===== src/hw/reset_seq_pkg.sv =====
// Constants, register map and state type of the system reset sequencer
package reset_seq_pkg;

  // ****************************************
  // Timing base
  // ****************************************
  localparam int CLK_NS = 50;
  localparam int TCL_NS = CLK_NS / 2;
  localparam int SPIKE_NS = 50;
  localparam int FILTER_NS = 250;
  localparam int MIN_LOW_TCL = 4;
  localparam int PREP_TCL = 12;
  localparam int SEQ_TCL = 1024;
  localparam int TAIL_TCL = 8;
  localparam int EXIT_TCL = 4;
  localparam int FLASH_INIT_NS = 1000000;

  // Least times round up to whole clocks
  function automatic int tcl_cycles(input int half_period_unit);
    return (half_period_unit * TCL_NS + CLK_NS - 1) / CLK_NS;
  endfunction : tcl_cycles

  localparam logic [2:0] FILTER_LAST = 3'((FILTER_NS + CLK_NS - 1) / CLK_NS - 1);
  localparam logic [15:0] PREP_LAST = 16'(tcl_cycles(PREP_TCL) - 1);
  localparam logic [15:0] SEQ_LAST = 16'(tcl_cycles(SEQ_TCL) - 1);
  localparam logic [15:0] TAIL_LAST = 16'(tcl_cycles(TAIL_TCL) - 1);
  localparam logic [15:0] EXIT_LAST = 16'(tcl_cycles(EXIT_TCL) - 1);
  localparam int FLASH_INIT_CYC = FLASH_INIT_NS / CLK_NS;
  localparam logic [15:0] FLASH_BLANK_CYC = 16'h0010;

  // ****************************************
  // Data values
  // ****************************************
  localparam logic [15:0] FLASH_BLANK_DATA = 16'hFFFF;
  localparam logic [15:0] FLASH_TRAP_DATA = 16'h009B;
  localparam logic [23:0] RESET_VECTOR = 24'h000000;

  // ****************************************
  // Register map
  // ****************************************
  localparam int ADDR_W = 4;
  localparam logic [3:0] CTRL_ADDR = 4'h0;
  localparam logic [3:0] STATUS_ADDR = 4'h4;
  localparam logic [3:0] CONFIG_ADDR = 4'h8;
  localparam int END_INIT_INSTRUCTION_BIT = 0;
  localparam int BIDIR_BIT = 3;
  localparam int SHORT_BIT = 0;
  localparam int LONG_BIT = 1;
  localparam int ASYNC_BIT = 2;
  localparam int END_INIT_INSTRUCTION_DONE_BIT = 3;
  localparam int INT_RST_BIT = 4;
  localparam int FLASH_DONE_BIT = 5;
  localparam logic [1:0] RESP_OKAY = 2'h0;
  localparam logic [1:0] RESP_SLVERR = 2'h2;

  typedef enum logic [2:0] {
    ST_RUN, ST_PREP, ST_SEQ, ST_TAIL, ST_LONG, ST_ASYNC, ST_EXIT
  } seq_state_t;

endpackage : reset_seq_pkg


===== src/hw/system_reset_sequencer.sv =====
// System reset sequencer with filtered reset input and AXI4-Lite registers
//
// Implementation choices: the register addresses and the AXI4-Lite slave port.

// Summary of operation
// Reset input lows shorter than 50 ns are ignored; filter settles within 500 ns.
// Outside circuitry holds reset input low over 500 ns to be seen.
// Mode-sense low stops software or watchdog resets from pulling the reset pin.
// Reset input low with mode-sense low forces reset state at once.
// Asynchronous reset: reset output low, holds cancelled, buses float, config pulled high.
// Applications should prefer synchronous reset to protect internal memory content.
// Asynchronous detection needs no running clock.
// At power-on outside holds reset and mode-sense low until clock and config settle.
// Power-on low time covers oscillator start-up and PLL lock.
// Internal boot keeps internal reset until flash initialization ends, at most 1 ms.
// External boot releases internal reset filter delay plus 3 to 8 units later.
// Flash reads before initialization return FFFFh first, then 009Bh.
// Reset input low plus mode-sense low, now or later, gives asynchronous reset.
// On exit latch config port, strobes inactive, start at address zero.
// Reset input low with mode-sense high starts a synchronous reset.
// Sync reset floats I/O, drives reset output low, cancels holds within 12 units.
// Reset pin pull-down only if bidirectional enable set; enable cleared after sequences.
// After 12 units run 1024 units, wait 8, then classify short or long.
// Long reset makes config port bits 15 to 13 transparent.
// Outside never powers the device without reset input held low.
// Bidirectional short reset holds reset pin low until the 1024-unit sequence ends.
// Bidirectional enable is control bit 3, writable only before end of init.
// Reset input and mode-sense are synchronized before the sequence logic uses them.
module system_reset_sequencer #(
  parameter int FLASH_INIT_CYC = reset_seq_pkg::FLASH_INIT_CYC
) (
  // Clock and reset
  input wire logic aclk,
  input wire logic aresetn,
  // AXI4-Lite slave
  input wire logic [3:0] s_axi_awaddr,
  input wire logic s_axi_awvalid,
  output logic s_axi_awready,
  input wire logic [31:0] s_axi_wdata,
  input wire logic [3:0] s_axi_wstrb,
  input wire logic s_axi_wvalid,
  output logic s_axi_wready,
  output logic [1:0] s_axi_bresp,
  output logic s_axi_bvalid,
  input wire logic s_axi_bready,
  input wire logic [3:0] s_axi_araddr,
  input wire logic s_axi_arvalid,
  output logic s_axi_arready,
  output logic [31:0] s_axi_rdata,
  output logic [1:0] s_axi_rresp,
  output logic s_axi_rvalid,
  input wire logic s_axi_rready,
  // Reset pins
  input wire logic reset_in_n,
  output logic reset_pin_out,
  output logic reset_pin_oe,
  input wire logic reset_mode_sense,
  output logic reset_out_n,
  // System side
  input wire logic external_boot_select_n,
  input wire logic soft_reset_req,
  input wire logic [15:0] config_port,
  output logic [15:0] config_latched,
  output logic config_transparent,
  output logic config_pullup,
  output logic bus_float,
  output logic hold_cancel,
  output logic bus_abort,
  output logic internal_reset_n,
  output logic [23:0] start_vector,
  // CPU strobes
  input wire logic cpu_ale,
  input wire logic cpu_rd_n,
  input wire logic cpu_wr_n,
  output logic addr_latch_en,
  output logic read_strobe_n,
  output logic write_strobe_n,
  // Flash
  input wire logic flash_ready,
  input wire logic flash_rd_req,
  input wire logic [15:0] flash_rdata_in,
  output logic [15:0] flash_rdata
);

  // ****************************************
  // Input conditioning
  // ****************************************
  logic rin_meta_reg, rin_sync_reg, mode_meta_reg, mode_sync_reg;
  logic filt_reg;
  logic [2:0] filt_cnt_reg;
  logic async_rst;

  // No clock needed: raw pins act straight on the reset flops
  assign async_rst = !reset_in_n && !reset_mode_sense;

  always_ff @(posedge aclk) begin
    rin_meta_reg <= reset_in_n;
    rin_sync_reg <= rin_meta_reg;
    mode_meta_reg <= reset_mode_sense;
    mode_sync_reg <= mode_meta_reg;
  end

  // Level must stand a full filter window before it is believed
  always_ff @(posedge aclk) begin
    if (!aresetn) begin
      filt_reg <= 1'b0;
      filt_cnt_reg <= 3'h0;
    end else if (rin_sync_reg == filt_reg) begin
      filt_cnt_reg <= 3'h0;
    end else if (filt_cnt_reg == reset_seq_pkg::FILTER_LAST) begin
      filt_reg <= rin_sync_reg;
      filt_cnt_reg <= 3'h0;
    end else begin
      filt_cnt_reg <= filt_cnt_reg + 3'h1;
    end
  end

  // ****************************************
  // Sequence state
  // ****************************************
  reset_seq_pkg::seq_state_t state_reg, state_next;
  logic [15:0] cnt_reg;
  logic hw_reg, pin_allow_reg, bidir_reg, end_init_instruction_reg, flash_done_reg;
  logic [15:0] flash_cnt_reg;
  logic hw_start, start_now, allow_now, exit_ok;

  assign hw_start = !filt_reg && mode_sync_reg;
  assign start_now = hw_start || soft_reset_req;
  assign allow_now = bidir_reg && (hw_start || mode_sync_reg);
  assign exit_ok = external_boot_select_n ? flash_done_reg
                 : (cnt_reg == reset_seq_pkg::EXIT_LAST);

  always_comb begin
    state_next = state_reg;
    case (state_reg)
      reset_seq_pkg::ST_RUN: begin
        if (start_now) state_next = reset_seq_pkg::ST_PREP;
      end
      reset_seq_pkg::ST_PREP: begin
        if (cnt_reg == reset_seq_pkg::PREP_LAST) state_next = reset_seq_pkg::ST_SEQ;
      end
      reset_seq_pkg::ST_SEQ: begin
        if (cnt_reg == reset_seq_pkg::SEQ_LAST) state_next = reset_seq_pkg::ST_TAIL;
      end
      reset_seq_pkg::ST_TAIL: begin
        if (cnt_reg == reset_seq_pkg::TAIL_LAST) begin
          state_next = (hw_reg && !filt_reg) ? reset_seq_pkg::ST_LONG
                     : reset_seq_pkg::ST_EXIT;
        end
      end
      reset_seq_pkg::ST_LONG, reset_seq_pkg::ST_ASYNC: begin
        if (filt_reg) state_next = reset_seq_pkg::ST_EXIT;
      end
      reset_seq_pkg::ST_EXIT: begin
        if (exit_ok) state_next = reset_seq_pkg::ST_RUN;
      end
      default: state_next = reset_seq_pkg::ST_ASYNC;
    endcase
  end

  // Async path only loads constants; release is clocked
  always_ff @(posedge aclk or posedge async_rst) begin
    if (async_rst) begin
      state_reg <= reset_seq_pkg::ST_ASYNC;
      cnt_reg <= 16'h0000;
    end else if (!aresetn) begin
      state_reg <= reset_seq_pkg::ST_ASYNC;
      cnt_reg <= 16'h0000;
    end else begin
      state_reg <= state_next;
      cnt_reg <= (state_next != state_reg) ? 16'h0000 : cnt_reg + 16'h0001;
    end
  end

  always_ff @(posedge aclk) begin
    if (!aresetn) begin
      hw_reg <= 1'b0;
      pin_allow_reg <= 1'b0;
    end else if (state_reg == reset_seq_pkg::ST_RUN && start_now) begin
      hw_reg <= hw_start;
      pin_allow_reg <= allow_now;
    end
  end

  // ****************************************
  // Pin and system outputs
  // ****************************************
  always_ff @(posedge aclk or posedge async_rst) begin
    if (async_rst) begin
      reset_out_n <= 1'b0;
      bus_float <= 1'b1;
      config_pullup <= 1'b1;
      hold_cancel <= 1'b1;
      bus_abort <= 1'b1;
      internal_reset_n <= 1'b0;
      config_transparent <= 1'b0;
      reset_pin_oe <= 1'b0;
      reset_pin_out <= 1'b0;
    end else if (!aresetn) begin
      reset_out_n <= 1'b0;
      bus_float <= 1'b1;
      config_pullup <= 1'b1;
      hold_cancel <= 1'b1;
      bus_abort <= 1'b1;
      internal_reset_n <= 1'b0;
      config_transparent <= 1'b0;
      reset_pin_oe <= 1'b0;
      reset_pin_out <= 1'b0;
    end else begin
      reset_out_n <= state_reg == reset_seq_pkg::ST_RUN && !start_now && end_init_instruction_reg;
      bus_float <= state_next != reset_seq_pkg::ST_RUN;
      config_pullup <= state_next == reset_seq_pkg::ST_ASYNC;
      hold_cancel <= state_next == reset_seq_pkg::ST_PREP || state_next == reset_seq_pkg::ST_ASYNC;
      bus_abort <= state_next == reset_seq_pkg::ST_PREP || state_next == reset_seq_pkg::ST_ASYNC;
      internal_reset_n <= state_next == reset_seq_pkg::ST_RUN;
      config_transparent <= state_next == reset_seq_pkg::ST_LONG;
      reset_pin_oe <= ((state_reg == reset_seq_pkg::ST_RUN) ? allow_now : pin_allow_reg)
        && (state_next == reset_seq_pkg::ST_PREP || state_next == reset_seq_pkg::ST_SEQ);
      reset_pin_out <= 1'b0;
    end
  end

  // Strobes forced inactive whenever the CPU is held
  always_ff @(posedge aclk) begin
    if (!aresetn || state_next != reset_seq_pkg::ST_RUN) begin
      addr_latch_en <= 1'b0;
      read_strobe_n <= 1'b1;
      write_strobe_n <= 1'b1;
    end else begin
      addr_latch_en <= cpu_ale;
      read_strobe_n <= cpu_rd_n;
      write_strobe_n <= cpu_wr_n;
    end
  end

  always_ff @(posedge aclk) begin
    if (!aresetn) begin
      config_latched <= 16'hFFFF;
      start_vector <= reset_seq_pkg::RESET_VECTOR;
    end else if (state_reg == reset_seq_pkg::ST_EXIT && exit_ok) begin
      config_latched <= config_port;
      start_vector <= reset_seq_pkg::RESET_VECTOR;
    end else if (state_reg == reset_seq_pkg::ST_LONG) begin
      config_latched[15:13] <= config_port[15:13];
    end
  end

  // ****************************************
  // Flash initialization tracking
  // ****************************************
  logic in_reset;
  assign in_reset = state_reg != reset_seq_pkg::ST_RUN && state_reg != reset_seq_pkg::ST_EXIT;

  // Timeout bounds the wait should the flash never report ready
  always_ff @(posedge aclk) begin
    if (!aresetn || in_reset) begin
      flash_cnt_reg <= 16'h0000;
      flash_done_reg <= 1'b0;
    end else if (!flash_done_reg) begin
      flash_cnt_reg <= flash_cnt_reg + 16'h0001;
      flash_done_reg <= flash_ready || flash_cnt_reg == 16'(FLASH_INIT_CYC - 1);
    end
  end

  always_ff @(posedge aclk) begin
    if (!aresetn) begin
      flash_rdata <= reset_seq_pkg::FLASH_BLANK_DATA;
    end else if (flash_rd_req) begin
      if (flash_done_reg) flash_rdata <= flash_rdata_in;
      else if (flash_cnt_reg < reset_seq_pkg::FLASH_BLANK_CYC)
        flash_rdata <= reset_seq_pkg::FLASH_BLANK_DATA;
      else flash_rdata <= reset_seq_pkg::FLASH_TRAP_DATA;
    end
  end

  // ****************************************
  // AXI4-Lite slave
  // ****************************************
  logic [3:0] awaddr_q;
  logic [31:0] wdata_q;
  logic [3:0] wstrb_q;
  logic wr_fire, ctrl_wr;
  logic short_flag_reg, long_flag_reg, async_flag_reg;
  logic [31:0] rd_value;
  logic rd_hit;

  assign wr_fire = !s_axi_awready && !s_axi_wready && !s_axi_bvalid;
  assign ctrl_wr = wr_fire && awaddr_q == reset_seq_pkg::CTRL_ADDR && wstrb_q[0];

  always_ff @(posedge aclk) begin
    if (!aresetn) begin
      s_axi_awready <= 1'b1;
      s_axi_wready <= 1'b1;
      s_axi_bvalid <= 1'b0;
      s_axi_bresp <= reset_seq_pkg::RESP_OKAY;
      awaddr_q <= 4'h0;
      wdata_q <= 32'h00000000;
      wstrb_q <= 4'h0;
    end else begin
      if (s_axi_awvalid && s_axi_awready) begin
        s_axi_awready <= 1'b0;
        awaddr_q <= s_axi_awaddr;
      end
      if (s_axi_wvalid && s_axi_wready) begin
        s_axi_wready <= 1'b0;
        wdata_q <= s_axi_wdata;
        wstrb_q <= s_axi_wstrb;
      end
      if (wr_fire) begin
        s_axi_bvalid <= 1'b1;
        s_axi_bresp <= (awaddr_q == reset_seq_pkg::CTRL_ADDR) ? reset_seq_pkg::RESP_OKAY
                     : reset_seq_pkg::RESP_SLVERR;
      end
      if (s_axi_bvalid && s_axi_bready) begin
        s_axi_bvalid <= 1'b0;
        s_axi_awready <= 1'b1;
        s_axi_wready <= 1'b1;
      end
    end
  end

  always_comb begin
    rd_value = 32'h00000000;
    rd_hit = 1'b1;
    if (s_axi_araddr == reset_seq_pkg::CTRL_ADDR) begin
      rd_value[reset_seq_pkg::BIDIR_BIT] = bidir_reg;
      rd_value[reset_seq_pkg::END_INIT_INSTRUCTION_BIT] = end_init_instruction_reg;
    end else if (s_axi_araddr == reset_seq_pkg::STATUS_ADDR) begin
      rd_value[reset_seq_pkg::SHORT_BIT] = short_flag_reg;
      rd_value[reset_seq_pkg::LONG_BIT] = long_flag_reg;
      rd_value[reset_seq_pkg::ASYNC_BIT] = async_flag_reg;
      rd_value[reset_seq_pkg::END_INIT_INSTRUCTION_DONE_BIT] = end_init_instruction_reg;
      rd_value[reset_seq_pkg::INT_RST_BIT] = internal_reset_n;
      rd_value[reset_seq_pkg::FLASH_DONE_BIT] = flash_done_reg;
    end else if (s_axi_araddr == reset_seq_pkg::CONFIG_ADDR) begin
      rd_value[15:0] = config_latched;
    end else begin
      rd_hit = 1'b0;
    end
  end

  always_ff @(posedge aclk) begin
    if (!aresetn) begin
      s_axi_arready <= 1'b1;
      s_axi_rvalid <= 1'b0;
      s_axi_rdata <= 32'h00000000;
      s_axi_rresp <= reset_seq_pkg::RESP_OKAY;
    end else if (s_axi_arvalid && s_axi_arready) begin
      s_axi_arready <= 1'b0;
      s_axi_rvalid <= 1'b1;
      s_axi_rdata <= rd_value;
      s_axi_rresp <= rd_hit ? reset_seq_pkg::RESP_OKAY : reset_seq_pkg::RESP_SLVERR;
    end else if (s_axi_rvalid && s_axi_rready) begin
      s_axi_rvalid <= 1'b0;
      s_axi_arready <= 1'b1;
    end
  end

  // ****************************************
  // Control bits and reset flags
  // ****************************************
  // Bidirectional enable is writable only until end of init and clears in ST_ASYNC or ST_EXIT
  always_ff @(posedge aclk) begin
    if (!aresetn || state_reg == reset_seq_pkg::ST_ASYNC || state_reg == reset_seq_pkg::ST_EXIT) begin
      bidir_reg <= 1'b0;
    end else if (ctrl_wr && !end_init_instruction_reg) begin
      bidir_reg <= wdata_q[reset_seq_pkg::BIDIR_BIT];
    end
  end

  always_ff @(posedge aclk) begin
    if (!aresetn || state_reg != reset_seq_pkg::ST_RUN) end_init_instruction_reg <= 1'b0;
    else if (ctrl_wr && wdata_q[reset_seq_pkg::END_INIT_INSTRUCTION_BIT]) end_init_instruction_reg <= 1'b1;
  end

  // Hardware set outranks the end-of-init clear
  always_ff @(posedge aclk) begin
    if (!aresetn) begin
      short_flag_reg <= 1'b0;
      long_flag_reg <= 1'b0;
      async_flag_reg <= 1'b0;
    end else begin
      if (state_reg == reset_seq_pkg::ST_TAIL && state_next != state_reg && hw_reg)
        short_flag_reg <= 1'b1;
      else if (ctrl_wr && wdata_q[reset_seq_pkg::END_INIT_INSTRUCTION_BIT]) short_flag_reg <= 1'b0;
      if (state_next == reset_seq_pkg::ST_LONG) long_flag_reg <= 1'b1;
      else if (ctrl_wr && wdata_q[reset_seq_pkg::END_INIT_INSTRUCTION_BIT]) long_flag_reg <= 1'b0;
      if (state_reg == reset_seq_pkg::ST_ASYNC) async_flag_reg <= 1'b1;
      else if (ctrl_wr && wdata_q[reset_seq_pkg::END_INIT_INSTRUCTION_BIT]) async_flag_reg <= 1'b0;
    end
  end

  // ****************************************
  // Checks
  // ****************************************
  AST_SYNC_START: assert property (@(posedge aclk) disable iff (!aresetn || async_rst)
    state_reg == reset_seq_pkg::ST_RUN && hw_start |=> state_reg == reset_seq_pkg::ST_PREP
      && !reset_out_n && bus_float)
    else $error("sync reset not started");
  AST_PREP_LEN: assert property (@(posedge aclk) disable iff (!aresetn || async_rst)
    $rose(state_reg == reset_seq_pkg::ST_PREP) |-> hold_cancel[*6] ##1
      state_reg == reset_seq_pkg::ST_SEQ)
    else $error("prep phase length wrong");
  AST_SEQ_BOUND: assert property (@(posedge aclk) disable iff (!aresetn || async_rst)
    state_reg == reset_seq_pkg::ST_SEQ |-> cnt_reg <= reset_seq_pkg::SEQ_LAST)
    else $error("internal sequence overran");
  AST_LONG_CLASS: assert property (@(posedge aclk) disable iff (!aresetn || async_rst)
    state_reg == reset_seq_pkg::ST_TAIL && cnt_reg == reset_seq_pkg::TAIL_LAST && hw_reg
      && !filt_reg |=> state_reg == reset_seq_pkg::ST_LONG ##1 long_flag_reg && short_flag_reg)
    else $error("long reset not flagged");
  AST_ASYNC_OUT: assert property (@(posedge aclk) disable iff (!aresetn)
    state_reg == reset_seq_pkg::ST_ASYNC && $past(state_reg) == reset_seq_pkg::ST_ASYNC
      |-> !reset_out_n && bus_float && config_pullup && !internal_reset_n)
    else $error("async reset outputs wrong");
  AST_PIN_GATE: assert property (@(posedge aclk) disable iff (!aresetn || async_rst)
    reset_pin_oe |-> pin_allow_reg && !reset_pin_out)
    else $error("reset pin driven without enable");
  AST_PIN_RELEASE: assert property (@(posedge aclk) disable iff (!aresetn || async_rst)
    reset_pin_oe && state_reg == reset_seq_pkg::ST_SEQ && cnt_reg == reset_seq_pkg::SEQ_LAST
      |=> !reset_pin_oe)
    else $error("reset pin held past sequence");
  AST_FLASH_GATE: assert property (@(posedge aclk) disable iff (!aresetn || async_rst)
    $rose(internal_reset_n) && external_boot_select_n |-> flash_done_reg)
    else $error("internal reset released before flash ready");
  AST_TRANSP: assert property (@(posedge aclk) disable iff (!aresetn || async_rst)
    config_transparent |-> state_reg == reset_seq_pkg::ST_LONG)
    else $error("config transparent outside long reset");
  AST_FLASH_DATA: assert property (@(posedge aclk) disable iff (!aresetn)
    flash_rd_req && !flash_done_reg && flash_cnt_reg >= reset_seq_pkg::FLASH_BLANK_CYC
      |=> flash_rdata == reset_seq_pkg::FLASH_TRAP_DATA)
    else $error("early flash read value wrong");

endmodule : system_reset_sequencer


===== config.mk =====
export PLATFORM = sky130hd
export DESIGN_NAME = system_reset_sequencer
export DESIGN_NICKNAME = d
export VERILOG_FILES = /design/src/hw/reset_seq_pkg.sv /design/src/hw/system_reset_sequencer.sv
export SDC_FILE = /design/constraint.sdc
export NUM_CORES = 1
export LEC_CHECK = 0
export BUFFER_PORTS_ARGS = -buffer_cell sky130_fd_sc_hd__buf_2
export CAP_MARGIN = 20
export CORE_UTILIZATION = 49
export DETAILED_ROUTE_END_ITERATION = 8
export PLACE_DENSITY = 0.84
export SLEW_MARGIN = 0
export SYNTH_ARGS = -nofsm -noshare
export SYNTH_HDL_FRONTEND = slang
export SYNTH_SLANG_ARGS = --single-unit

===== constraint.sdc =====
create_clock -name aclk -period 2.75 [get_ports aclk]
set_input_delay 0.1375 -clock aclk [delete_from_list [all_inputs] [get_ports aclk]]
set_output_delay 0.1375 -clock aclk [all_outputs]
set_load 0.01 [all_outputs]

; Word-level counts from Yosys, hierarchy flattened
; Index checks and enable logic that the tools add are counted.
[op_classes]
add_sub_neg = 3
order_cmp = 1
eq_ne = 21
muxes = 45
bitwise_logic = 2
n_reduce_logical = 57
[ops]
columns = op, n
row1 = $mux 16, 5
row2 = $add 16x1->16 const B, 2
row3 = $mux 3, 9
row4 = $logic_and 1x1->1, 23
row5 = $mux 1, 23
row6 = $eq 3x3->1 const B, 6
row7 = $pmux 3 s6, 1
row8 = $eq 16x1->1 const B, 1
row9 = $eq 16x15->1 const B, 1
row10 = $eq 16x2->1 const B, 1
row11 = $eq 16x3->1 const B, 1
row12 = $eq 16x9->1 const B, 1
row13 = $lt 16x5->1 const B, 1
row14 = $mux 12, 1
row15 = $logic_or 1x1->1, 10
row16 = $mux 10, 1
row17 = $reduce_bool 2->1, 5
row18 = $eq 3x2->1 const B, 3
row19 = $logic_not 1->1, 9
row20 = $logic_not 4->1, 2
row21 = $mux 2, 4
row22 = $eq 3x1->1 const B, 2
row23 = $logic_not 3->1, 2
row24 = $mux 6, 1
row25 = 11 further kinds, 14
[totals]
register_bits = 127
input_bits = 92
word_cells = 170

; Longest topological paths before layout
; Gate-level depths: netlist (run 1).
[depth]
word_depth = 9
depth_mapped = 8

; Worst setup path after synthesis (run 1)
; Ideal clock, no wire load.
[synth_path]
path_kind = register -> register
startpoint = register cnt_reg[0]
endpoint = register cnt_reg[9]
setup_ns = 0.073
t_arrival_ns = 1.921
slack_ns = 0.757
stages_incl_launch_ff = 9
path_buffers = 1
synth_period_minus_slack_ns = 1.993
cell_sequence = dfrtp_1 -> ha_1 -> nor4b_4 -> nand4_2 -> nand2_1 -> a22o_1 -> a2111o_2 -> buf_6 -> nor2_1
[synth_between]
elab_chain_len = 7
[synth_rtl]
columns = item, line
row1 = start: declaration, system_reset_sequencer.sv:122  ; logic [15:0] cnt_reg;
row2 = start signal: assignment, system_reset_sequencer.sv:171  ; cnt_reg <= (state_next != state_reg) ? 16'h0000 : cnt_reg + 16'h0001;
row3 = $eq 16x1->1, system_reset_sequencer.sv:131  ; : (cnt_reg == reset_seq_pkg::EXIT_LAST);
row4 = $mux 1, system_reset_sequencer.sv:130  ; assign exit_ok = external_boot_select_n ? flash_done_reg
row5 = $mux 3, system_reset_sequencer.sv:155  ; if (exit_ok) state_next = reset_seq_pkg::ST_RUN;
row6 = $pmux 3 s6, system_reset_sequencer.sv:135  ; case (state_reg)
row7 = $ne 3x3->1, system_reset_sequencer.sv:171
row8 = $mux 16 *, system_reset_sequencer.sv:171
row9 = $mux 16 *, system_reset_sequencer.sv:166  ; end else if (!aresetn) begin
; Every way passes the cells marked *; elsewhere a longest branch is shown, timed or not.
; A chain may end at the register's enable or synchronous reset.

; Worst setup path in the final report (run 1)
[layout_path]
startpoint = register cnt_reg[0]
endpoint = register reset_pin_oe
[layout_between]
elab_chain_len = 8
[layout_rtl]
columns = item, line
row1 = $eq 16x1->1, system_reset_sequencer.sv:131
row2 = $mux 1, system_reset_sequencer.sv:130
row3 = $mux 3, system_reset_sequencer.sv:155
row4 = $pmux 3 s6 *, system_reset_sequencer.sv:135
row5 = $eq 3x1->1 or $eq 3x2->1 (tied branches), system_reset_sequencer.sv:218  ; && (state_next == reset_seq_pkg::ST_PREP || state_next == reset_seq_pkg::ST_SEQ);
row6 = $logic_or 1x1->1 *, system_reset_sequencer.sv:218
row7 = $logic_and 1x1->1 *, system_reset_sequencer.sv:218
row8 = $mux 1 *, system_reset_sequencer.sv:199  ; end else if (!aresetn) begin
row9 = end signal: assignment, system_reset_sequencer.sv:217  ; reset_pin_oe <= ((state_reg == reset_seq_pkg::ST_RUN) ? allow_now : pin_allow_reg)
row10 = end: declaration, system_reset_sequencer.sv:56  ; output logic reset_pin_oe,
; Marked as above.

==> results of run 1 <==
report_power, final:
group	internal (mW)	leakage [nW]	switching (mW)
sequential	1.82	1.14	0.0265
clock	1.24	0.273	0.850
combinational	0.127	1.71	0.153
metal layers:
| metal | global-route usage (%) | part of all wire [%] | vias to the layer above | routed length (um) |
|---|---|---|---|---|
| li1 | - | - | 2349 | - |
| met1 | 27.5 | 39 | 2358 | 5450 |
| met2 | 42.2 | 51 | 246 | 7040 |
| met3 | 6.20 | 6.5 | 43 | 897 |
| met4 | 13.1 | 3.3 | 0 | 454 |
| met5 | 0 | 0 | - | 0 |
cell usage in the layout, fill, tap and decap left out, types with 7 or more instances in the layout:
cell / count
conb_1: 43
and3_1: 7
xnor2_1: 7
xor2_1: 22
dlygate4sd3_1: 52
nor3_1: 18
nand2_1: 72
clkbuf_16: 16
inv_1: 20
nand4_1: 7
dfrtp_1: 21
o21ai_0: 18
nor2_1: 76
a21oi_1: 40
nand3_1: 43
dfxtp_1: 97
buf_2: 124
a22oi_1: 10
area by class of cell:
| class | count | area (sq um) |
|---|---|---|
| clock buffers | 19 | 432 |
| clock inverters | 13 | 134 |
| fillers | 762 | 3490 |
| inverters | 20 | 75.1 |
| multi-input cells | 441 | 2420 |
| flip-flops and latches | 123 | 2600 |
| well taps | 136 | 170 |
| repair buffers | 182 | 1190 |
cells by family (layout without fill, tap and decap cells):
family | count (synthesis) | after routing | share of synthesized area (%)
buf+inv | 89 | 234 | 10.1
xor+xnor | 29 | 29 | 4.70
mux | 6 | 6 | 1.11
fa+ha+maj | 5 | 5 | 1.16
flops | 123 | 123 | 48.1
other cells | 1 | 43 | 0.0694
simple gates | 263 | 263 | 23.9
compound gates | 95 | 95 | 10.9
final timing paths:
kind | to | cells past startpoint | from | slack [ns]
setup reg to reg | reset_pin_oe | 7 | cnt_reg[0] | 0.41
min in group asynchronous | cnt_reg[1] | 3 | reset_in_n | 0.28
max in group asynchronous | cnt_reg[11] | 3 | reset_mode_sense | 2.06
hold reg to reg | rin_sync_reg | 0 | rin_meta_reg | 0.33
setup / recovery | reset_pin_oe | 7 | cnt_reg[0] | 0.41
hold / removal | flash_rdata[14] | 3 | flash_rd_req | 0.1
worst min-delay path: stages:
cell,delay (ns)
buf_2,0.21
nor2_1,0.13
o21ai_0,0.08
repair_timing:
action,4_1_cts,5_1_grt
endpoints found under the setup margin,0,0
endpoints found under the hold margin,73,0
hold buffers,52,0
stage by stage:
step,hold slack [ns],utilization (%),area (sq um)
after CTS,0.0591,66.7,7010
after detailed placement,0.252,56.4,5930
final,0.0980,66.7,7010
after global routing,0.0975,66.7,7010
after global placement,0.255,56.4,5930
after floorplan,0.106,-,5560
==> out/qor.txt, run 1 <==
ROUTE
------------------------------------------------------------------------------------
Antenna Nets Post-Route ...............................................            0
Detailed-router iteration count before antenna repair .................            6
Routed wire per std cell ..............................................      14.8 um
Number of DRC violations after detailed routing .......................            0
Via density per instance ..............................................         5.35
Detailed-route via count ..............................................        4,996
Wirelength, routed ....................................................    13,800 um
Initial DRC count .....................................................          340

WORST SETUP PATH
------------------------------------------------------------------------------------
Worst-path fanout max .................................................            6
Delay of the slowest cell on the worst path ...........................      0.44 ns
Startpoint Class ......................................................    flip-flop
Critical Setup Path Class ............................................. flip-flop to flip-flop
Count of buffering cells on the critical path with inverters included .            1
Delay-heaviest family, CP ............................................. simple AND/OR/NAND/NOR gates
Cell repeated most along the worst path ...............................      nand4_1
Worst path arrival time ...............................................      2.73 ns
Endpoint required time on the critical path ...........................      3.14 ns
Highest-delay cell along the critical path ............................       nor4_2
Sort of element at the end of the critical path .......................    flip-flop
Sequence of cells on the critical path ................................ ha_1 -> inv_1 -> nor4_2 -> nand4_1 -> nand4_1 -> nor3_1 -> nor4_1

SYNTHESIS
------------------------------------------------------------------------------------
Prevailing post-synth register cell ...................................      dfxtp_1
Unique masters post-synth .............................................           58
Synthesized area per cell .............................................   8.85 sq um
Sequential area share after synthesis .................................        48.1%
Share of synthesized registers carrying an async set or reset .........        21.1%
Number of warnings printed during yosys synthesis .....................            0
Main area contributors after synthesis ................................ dfxtp_1, dfrtp_1, buf_4, nor2_1, nand2_1
Number of enable-type register cells in the synthesized netlist .......            0
Area of the mapped netlist ............................................   5410 sq um
Top post-synthesis cells by count ..................................... dfxtp_1, nor2_1, nand2_1
Post-synthesis instance total .........................................          611
Area fraction of the dominant cell type after synthesis ...............        35.9%
Most instantiated library cell after synthesis ........................      dfxtp_1
Leading area contributor after synthesis ..............................      dfxtp_1
Number of storage elements in the synthesis netlist ...................          123

CTS
------------------------------------------------------------------------------------
Number of buffers between clock root and the deepest sink .............            2
Post-cts sizing count .................................................            0
Root Buffer ...........................................................     clkbuf_8
Clock tree from TritonCTS .............................................         done
CTS clk-pin slew, worst paths .........................................      0.06 ns
Post-CTS setup buffers ................................................            0
Htree depth ...........................................................            4
Sinks on Clock Net ....................................................          123
Total clock buffers created by CTS ....................................           17
Clock network latency to the later pin of the worst-skew pair .........      0.51 ns

STA
------------------------------------------------------------------------------------
Relative slew slack ...................................................        40.0%
Final setup violation count ...........................................            0
Fraction of the cycle the final worst path needs ......................        85.1%
Post-route worst setup slack ..........................................     0.410 ns
Slew at the pin closest to its max-slew limit .........................     0.891 ns
Max Clock Skew ........................................................    0.0136 ns
Final sum of negative setup slack .....................................         0 ns
RSZ-0062 raised after global routing ..................................           no
Minimum clock period after layout .....................................      2.34 ns
Final count of hold timing violations .................................            0
Highest achievable clock rate .........................................      427 MHz
Final max-slew violation count ........................................            0

GRT
------------------------------------------------------------------------------------
Global-route wire length before repair ................................    22,000 um
Number of antenna violations at the first check in global routing .....            0
Global Route Usage Sum ................................................        24.4%
Total global routing overflow .........................................            0
Via count of the first global-routing pass ............................        4,805
Pin count of the biggest net entering global routing ..................           41

PLACE
------------------------------------------------------------------------------------
Count of port buffers added during placement ..........................          124
Setup Slack @ Placement ...............................................     0.475 ns
Placed wire-length estimate after detailed placement ..................      8680 um
Routability Congestion ................................................        0.923
Placed Cells incl. Taps ...............................................          850

FINISH
------------------------------------------------------------------------------------
Count of nets after finishing .........................................          882
N_diodes ..............................................................            0
Number of non-filler instances in the completed layout ................          934
Fraction of layout cells with a size suffix above 1 ...................        22.7%
Layout overhead on the synthesized area ...............................        29.7%

DIE
------------------------------------------------------------------------------------
Std-Cell Core Area .................................................... 10,500 sq um
Starting density of the core ..........................................        51.4%
DIE WIDTH .............................................................       107 um
Number of top-level pins ..............................................          201
Height of the die .....................................................       107 um
Count of standard-cell rows ...........................................           37
Die Outline Area ...................................................... 11,500 sq um

POWER
------------------------------------------------------------------------------------
Leak Pwr ..............................................................      3.12 nW
Total power after layout ..............................................      4.22 mW
VDD IR max ............................................................     0.530 mV
Power density of the placed cells .....................................  602 nW/um^2

RUN
------------------------------------------------------------------------------------
Max_cap viols .........................................................            0

RUN STATUS
------------------------------------------------------------------------------------
Status ................................................................ complete, no violations

MIN PATH
------------------------------------------------------------------------------------
Path category of the worst min-delay check ............................ primary input to flip-flop

Power figures use the tool's default switching activity.
==> inputs of run 2 (changes only) <==
Settings changed: CORE_UTILIZATION 49 to 53, PLACE_DENSITY 0.84 to 0.89, SETUP_SLACK_MARGIN set to 0.05.
Clock period 2.75 ns to 3 ns, I/O delays scaled along.
==> run 2 against run 1 <==
Worst hold slack worse by 0.0041 ns; highest routed layer unchanged; sequential share of layout area is 0.30 points lower; largest power group unchanged; clock-buffer cell count shrank 1; critical endpoint unchanged; final area up 0.80%; core utilization rose by 5.3 points; non-clock buffer count grew 2.
==> out/qor.txt, run 2 (synthesis results as in run 1) <==
STA
-------------------------------------------------------------------------------------
Final max-slew violation count .........................................            0   unchanged
Minimum clock period after layout ......................................      2.46 ns   was 2.34 ns
Final setup violation count ............................................            0   unchanged
Fraction of the cycle the final worst path needs .......................        81.9%   was 85.1%
Max Clock Skew .........................................................    0.0114 ns   was 0.0136 ns
Final sum of negative setup slack ......................................         0 ns   unchanged
Highest achievable clock rate ..........................................      407 MHz   was 427 MHz
RSZ-0062 raised after global routing ...................................           no   unchanged
Final count of hold timing violations ..................................            0   unchanged
Relative slew slack ....................................................        30.9%   was 40.0%
Slew at the pin closest to its max-slew limit ..........................      1.03 ns   was 0.891 ns
Post-route worst setup slack ...........................................     0.544 ns   was 0.410 ns

GRT
-------------------------------------------------------------------------------------
Global-route wire length before repair .................................    23,900 um   was 22,000 um
Total global routing overflow ..........................................            0   unchanged
Number of antenna violations at the first check in global routing ......            0   unchanged
Via count of the first global-routing pass .............................        5,126   was 4,805
Global Route Usage Sum .................................................        29.8%   was 24.4%
Pin count of the biggest net entering global routing ...................           41   unchanged

PLACE
-------------------------------------------------------------------------------------
Routability Congestion .................................................        0.876   was 0.923
Placed wire-length estimate after detailed placement ...................      8770 um   was 8680 um
Placed Cells incl. Taps ................................................          846   was 850
Count of port buffers added during placement ...........................          124   unchanged
Setup Slack @ Placement ................................................     0.681 ns   was 0.475 ns

ROUTE
-------------------------------------------------------------------------------------
Routed wire per std cell ...............................................      17.0 um   was 14.8 um
Wirelength, routed .....................................................    15,900 um   was 13,800 um
Via density per instance ...............................................         5.67   was 5.35
Detailed-router iteration count before antenna repair ..................            7   was 6
Initial DRC count ......................................................          436   was 340
Number of DRC violations after detailed routing ........................            0   unchanged
Detailed-route via count ...............................................        5,294   was 4,996
Antenna Nets Post-Route ................................................            0   unchanged

CTS
-------------------------------------------------------------------------------------
CTS clk-pin slew, worst paths ..........................................      0.07 ns   was 0.06 ns
Clock tree from TritonCTS ..............................................         done   unchanged
Root Buffer ............................................................     clkbuf_8   unchanged
Number of buffers between clock root and the deepest sink ..............            2   unchanged
Clock network latency to the later pin of the worst-skew pair ..........      0.52 ns   was 0.51 ns
Htree depth ............................................................            4   unchanged
Total clock buffers created by CTS .....................................           17   unchanged
Post-CTS setup buffers .................................................            0   unchanged
Sinks on Clock Net .....................................................          123   unchanged

FINISH
-------------------------------------------------------------------------------------
Count of nets after finishing ..........................................          884   was 882
Area taken by flip-flops and latches ...................................   2600 sq um   unchanged
Number of non-filler instances in the completed layout .................          933   was 934
N_diodes ...............................................................            0   unchanged
Fraction of layout cells with a size suffix above 1 ....................        22.5%   was 22.7%
Commonest cells after routing, fill and taps aside ..................... buf_2, dfxtp_1, nor2_1, nand2_1, dlygate4sd3_1   unchanged
Most frequent standard cell in the layout excluding fill and tap cells .        buf_2   unchanged
Layout overhead on the synthesized area ................................        30.8%   was 29.7%
Area of combinational cells with multiple inputs .......................   2420 sq um   unchanged
# fillers ..............................................................          637   was 762

WORST SETUP PATH
-------------------------------------------------------------------------------------
Endpoint required time on the critical path ............................      3.39 ns   was 3.14 ns
Critical Setup Path Class .............................................. flip-flop to flip-flop   unchanged
Worst path arrival time ................................................      2.84 ns   was 2.73 ns
Logic depth of the worst register-to-register path .....................            7   unchanged
Startpoint Class .......................................................    flip-flop   unchanged
Startpoint of the worst register-to-register path ......................   cnt_reg[0]   unchanged
Setup slack of the most critical reg-to-reg path .......................      0.54 ns   was 0.41 ns
Critical R2R Capture ................................................... reset_pin_oe   unchanged
Worst-path fanout max ..................................................            6   unchanged
Sort of element at the end of the critical path ........................    flip-flop   unchanged

DIE
-------------------------------------------------------------------------------------
Count of standard-cell rows ............................................           36   was 37
Number of top-level pins ...............................................          201   unchanged
Height of the die ......................................................       103 um   was 107 um
DIE WIDTH ..............................................................       103 um   was 107 um
Die Outline Area ....................................................... 10,600 sq um   was 11,500 sq um
Starting density of the core ...........................................        55.1%   was 51.4%
Std-Cell Core Area .....................................................   9820 sq um   was 10,500 sq um

POWER
-------------------------------------------------------------------------------------
VDD IR max .............................................................     0.394 mV   was 0.530 mV
Leak Pwr ...............................................................      3.15 nW   was 3.12 nW
Power density of the placed cells ......................................  576 nW/um^2   was 602 nW/um^2

MIN PATH
-------------------------------------------------------------------------------------
Depth of the worst hold-timing path ....................................            3   unchanged
Path category of the worst min-delay check ............................. primary input to flip-flop   unchanged
Worst min-delay path endpoint .......................................... flash_rdata[13]   was flash_rdata[14]
Launch point of the worst hold path .................................... flash_rd_req   unchanged

RUN STATUS
-------------------------------------------------------------------------------------
Status ................................................................. complete, no violations   unchanged

RUN
-------------------------------------------------------------------------------------
Max_cap viols ..........................................................            0   unchanged

run 2: where the power goes:
part	internal, mW	switching (mW)	total, mW
clock	1.29	0.819	2.11
sequential	1.67	0.0253	1.69
combinational	0.119	0.149	0.269
run 2: layout make-up:
| cell class | instances | share of cell area (%) |
|---|---|---|
| flip-flops and latches | 123 | 36.8 |
| repair buffers | 184 | 17.1 |
| clock buffers | 18 | 5.91 |
| well taps | 133 | 2.35 |
| clock inverters | 14 | 2.62 |
| inverters | 20 | 1.06 |
| multi-input cells | 441 | 34.2 |
run 2: metrics by stage:
step	cell area, sq um	power, mW	hold slack [ns]	utilization (%)
global placement	5920	1.91	0.280	60.3
CTS	7070	4.04	0.0729	72.0
global route	7070	4.18	0.101	72.0
detailed placement	5920	1.92	0.281	60.3
finish	7070	4.07	0.0940	72.0
floorplan	5560	1.88	0.118	-
run 2: how the worst max path moves through the flow:
stage / slack (ns) / to / cells past startpoint / from
floorplan: 1.01 / cnt_reg[9] / 8 / cnt_reg[0]
global placement: 0.82 / reset_pin_oe / 7 / cnt_reg[0]
detailed placement: 0.68 / reset_pin_oe / 7 / cnt_reg[0]
CTS: 0.61 / reset_pin_oe / 7 / cnt_reg[0]
global route: 0.40 / reset_pin_oe / 7 / cnt_reg[0]
finish: 0.54 / reset_pin_oe / 7 / cnt_reg[0]
run 2: metal layers:
layer  vias to the layer above  part of all wire [%]  global-route usage (%)
met4                         0                   4.4                    17.9
li1                       2348                     -                       -
met2                       385                    51                    50.9
met3                        90                   8.3                    9.02
met5                         -                     0                       0
met1                      2471                    37                    32.5
run 2: critical path: stages, from the launching register on:
cell,delay (ns)
dfrtp_1,0.43
ha_1,0.31
inv_1,0.10
nor4_2,0.47
nand4_1,0.23
nand4_1,0.27
nor3_1,0.15
nor4_1,0.36
run 2: what timing repair did:
item / in CTS / in global routing
resized for setup: 0 / 0
hold endpoints to repair: 73 / 0
hold buffers: 55 / 0
==> inputs of run 3 (changes only) <==
Settings changed: CORE_UTILIZATION 53 to 49, PLACE_DENSITY 0.89 to 0.84.
Clock period 3 ns to 2.4 ns, I/O delays scaled along.
==> run 3 against run 2 <==
Wire length decreased by 8.6%; die area increased by 8.0%; first-iteration DRC count decreased by 3.4%; combinational power increased by 23%; power increased by 21%; largest cell class unchanged.
==> out/qor.txt, run 3 (synthesis results as in run 1) <==
CTS
-------------------------------------------------------------------------------------
Root Buffer ............................................................     clkbuf_8   unchanged
Htree depth ............................................................            4   unchanged
CTS clk-pin slew, worst paths ..........................................      0.06 ns   was 0.07 ns
Number of buffers between clock root and the deepest sink ..............            2   unchanged
Clock tree from TritonCTS ..............................................         done   unchanged
Clock network latency to the later pin of the worst-skew pair ..........      0.52 ns   about the same
Total clock buffers created by CTS .....................................           17   unchanged
Sinks on Clock Net .....................................................          123   unchanged

FINISH
-------------------------------------------------------------------------------------
Fraction of layout cells with a size suffix above 1 ....................        22.9%   was 22.5%
Layout overhead on the synthesized area ................................        31.5%   was 30.8%
Commonest cells after routing, fill and taps aside ..................... buf_2, dfxtp_1, nor2_1, nand2_1, dlygate4sd3_1   unchanged
Final instance area ....................................................   7110 sq um   was 7070 sq um
N_diodes ...............................................................            0   unchanged
Most frequent standard cell in the layout excluding fill and tap cells .        buf_2   unchanged
# fillers ..............................................................          754   was 637
Count of nets after finishing ..........................................          890   was 884

MIN PATH
-------------------------------------------------------------------------------------
Launch point of the worst hold path .................................... flash_rd_req   unchanged
Path category of the worst min-delay check ............................. primary input to flip-flop   unchanged
Depth of the worst hold-timing path ....................................            3   unchanged
Worst min-delay path endpoint .......................................... flash_rdata[14]   was flash_rdata[13]

ROUTE
-------------------------------------------------------------------------------------
Wirelength, routed .....................................................    14,500 um   was 15,900 um
Antenna Nets Post-Route ................................................            0   unchanged
Detailed-route via count ...............................................        5,050   was 5,294
Routed wire per std cell ...............................................      15.4 um   was 17.0 um
Number of DRC violations after detailed routing ........................            0   unchanged
Initial DRC count ......................................................          421   was 436
Via density per instance ...............................................         5.37   was 5.67
Detailed-router iteration count before antenna repair ..................            6   was 7

STA
-------------------------------------------------------------------------------------
Slew at the pin closest to its max-slew limit ..........................     0.798 ns   was 1.03 ns
Highest achievable clock rate ..........................................      435 MHz   was 407 MHz
Final setup violation count ............................................            0   unchanged
Max Clock Skew .........................................................   0.00620 ns   was 0.0114 ns
Fraction of the cycle the final worst path needs .......................        95.7%   was 81.9%
RSZ-0062 raised after global routing ...................................          yes   was no
Minimum clock period after layout ......................................      2.30 ns   was 2.46 ns
Final count of hold timing violations ..................................            0   unchanged
Relative slew slack ....................................................        46.2%   was 30.9%
Final sum of negative setup slack ......................................         0 ns   unchanged
Final max-slew violation count .........................................            0   unchanged

DIE
-------------------------------------------------------------------------------------
Die Outline Area ....................................................... 11,500 sq um   was 10,600 sq um
Height of the die ......................................................       107 um   was 103 um
DIE WIDTH ..............................................................       107 um   was 103 um
Number of top-level pins ...............................................          201   unchanged
Starting density of the core ...........................................        51.4%   was 55.1%
Count of standard-cell rows ............................................           37   was 36
Std-Cell Core Area ..................................................... 10,500 sq um   was 9820 sq um

GRT
-------------------------------------------------------------------------------------
Pin count of the biggest net entering global routing ...................           41   unchanged
Global Route Usage Sum .................................................        26.2%   was 29.8%
Total global routing overflow ..........................................            0   unchanged
Via count of the first global-routing pass .............................        4,923   was 5,126
Global-route wire length before repair .................................    23,400 um   was 23,900 um
Number of antenna violations at the first check in global routing ......            0   unchanged

RUN STATUS
-------------------------------------------------------------------------------------
Status ................................................................. complete, no violations   unchanged

WORST SETUP PATH
-------------------------------------------------------------------------------------
Setup slack of the most critical reg-to-reg path .......................      0.10 ns   was 0.54 ns
Startpoint of the worst register-to-register path ......................  cnt_reg[13]   was cnt_reg[0]
Logic depth of the worst register-to-register path .....................            6   was 7
Critical R2R Capture ................................................... config_latched[2]   was reset_pin_oe
Worst path arrival time ................................................      2.75 ns   was 2.84 ns
Critical Setup Path Class .............................................. flip-flop to flip-flop   unchanged
Sort of element at the end of the critical path ........................    flip-flop   unchanged
Worst-path fanout max ..................................................           13   was 6
Endpoint required time on the critical path ............................      2.85 ns   was 3.39 ns
Startpoint Class .......................................................    flip-flop   unchanged
CP Launch Point ........................................................  cnt_reg[13]   was cnt_reg[0]

POWER
-------------------------------------------------------------------------------------
Flop pwr share .........................................................        42.9%   was 41.6%
VDD IR max .............................................................     0.481 mV   was 0.394 mV
Switching share of power ...............................................        22.4%   was 24.4%
Combinational share of power ...........................................         6.7%   was 6.6%
Power density of the placed cells ......................................  693 nW/um^2   was 576 nW/um^2
Leak Pwr ...............................................................      3.16 nW   was 3.15 nW
Cell internal pwr ......................................................      3.82 mW   was 3.08 mW
Clock network fraction of total power ..................................        50.3%   was 51.8%
Switching Power ........................................................      1.10 mW   was 0.993 mW

PLACE
-------------------------------------------------------------------------------------
Count of port buffers added during placement ...........................          124   unchanged
Placed wire-length estimate after detailed placement ...................      8680 um   was 8770 um
Placed standard-cell area ..............................................   5960 sq um   was 5920 sq um
Routability Congestion .................................................        0.941   was 0.876

RUN
-------------------------------------------------------------------------------------
Max_cap viols ..........................................................            0   unchanged

[run 3: changes by cell type in the layout (fill, tap and decap cells not counted), sizes merged]
cell      before  now
inv           27   20
clkbuf        18   25
clkinv         4    3
buf          129  135
clkinvlp       0    1
bufinv         3    2
[run 3: timing repair]
item / in CTS / in global routing
endpoints found under the setup margin: 0 / 8
hold buffers: 55 / 0
gates resized for setup: 0 / 4
buffers inserted: 0 / 1
endpoints found under the hold margin: 74 / 0
[run 3: power by group through the flow]
| stage | clock network [mW] | logic (mW) | registers, mW |
|---|---|---|---|
| 5_1_grt | 2.59 | 0.362 | 2.12 |
| 3_3_place_gp | 0 | 0.239 | 2.15 |
| 2_1_floorplan | 0 | 0.197 | 2.16 |
| 6_report | 2.48 | 0.332 | 2.12 |
| 3_5_place_dp | 0 | 0.248 | 2.15 |
| 4_1_cts | 2.48 | 0.319 | 2.11 |
[run 3: stage by stage]
step                      total power [mW]  util [%]  cells  hold slack [ns]  setup WS, ns
after global placement                2.39      56.7    854            0.238         0.243
after floorplan                       2.35         -    653           0.0882         0.407
final                                 4.93      67.7    941           0.0732         0.102
after global routing                  5.07      67.7    941           0.0841        0.0121
after detailed placement              2.40      56.7    854            0.237         0.140
after CTS                             4.92      67.4    940           0.0392         0.122
[run 3: how the worst max path moves through the flow]
| stage | end | cells after the start | slack [ns] |
|---|---|---|---|
| 5_1_grt | config_latched[10] | 6 | 0.01 |
| 3_5_place_dp | addr_latch_en | 7 | 0.14 |
| 3_3_place_gp | addr_latch_en | 7 | 0.24 |
| 4_1_cts | addr_latch_en | 7 | 0.12 |
| 2_1_floorplan | cnt_reg[9] | 8 | 0.41 |
| 6_report | config_latched[2] | 6 | 0.10 |
[run 3: critical path, cell delays in order, from the launching register on]
cell and delay (ns):
dfrtp_1 0.42, nor4_4 0.45, nand4_1 0.28, o21ai_2 0.28, and3_1 0.54, nand2_1 0.14
nand3_1 0.12
[run 3: cell type report]
type	instances	area, sq um	area share (%)
inverter	20	75.1	1.06
clock inverter	6	86.3	1.21
clock buffer	25	485	6.83
multi-input combinational	441	2440	34.3
tap	136	170	2.39
sequential	123	2600	36.6
timing repair buffer	190	1250	17.6
[run 3: routing by layer]
layer,wire [um],vias to the layer above,track usage (%)
met5,0,-,0
met4,387,0,11.7
met3,1170,43,7.17
met2,7500,284,46.5
met1,5470,2369,29.2
li1,-,2354,-
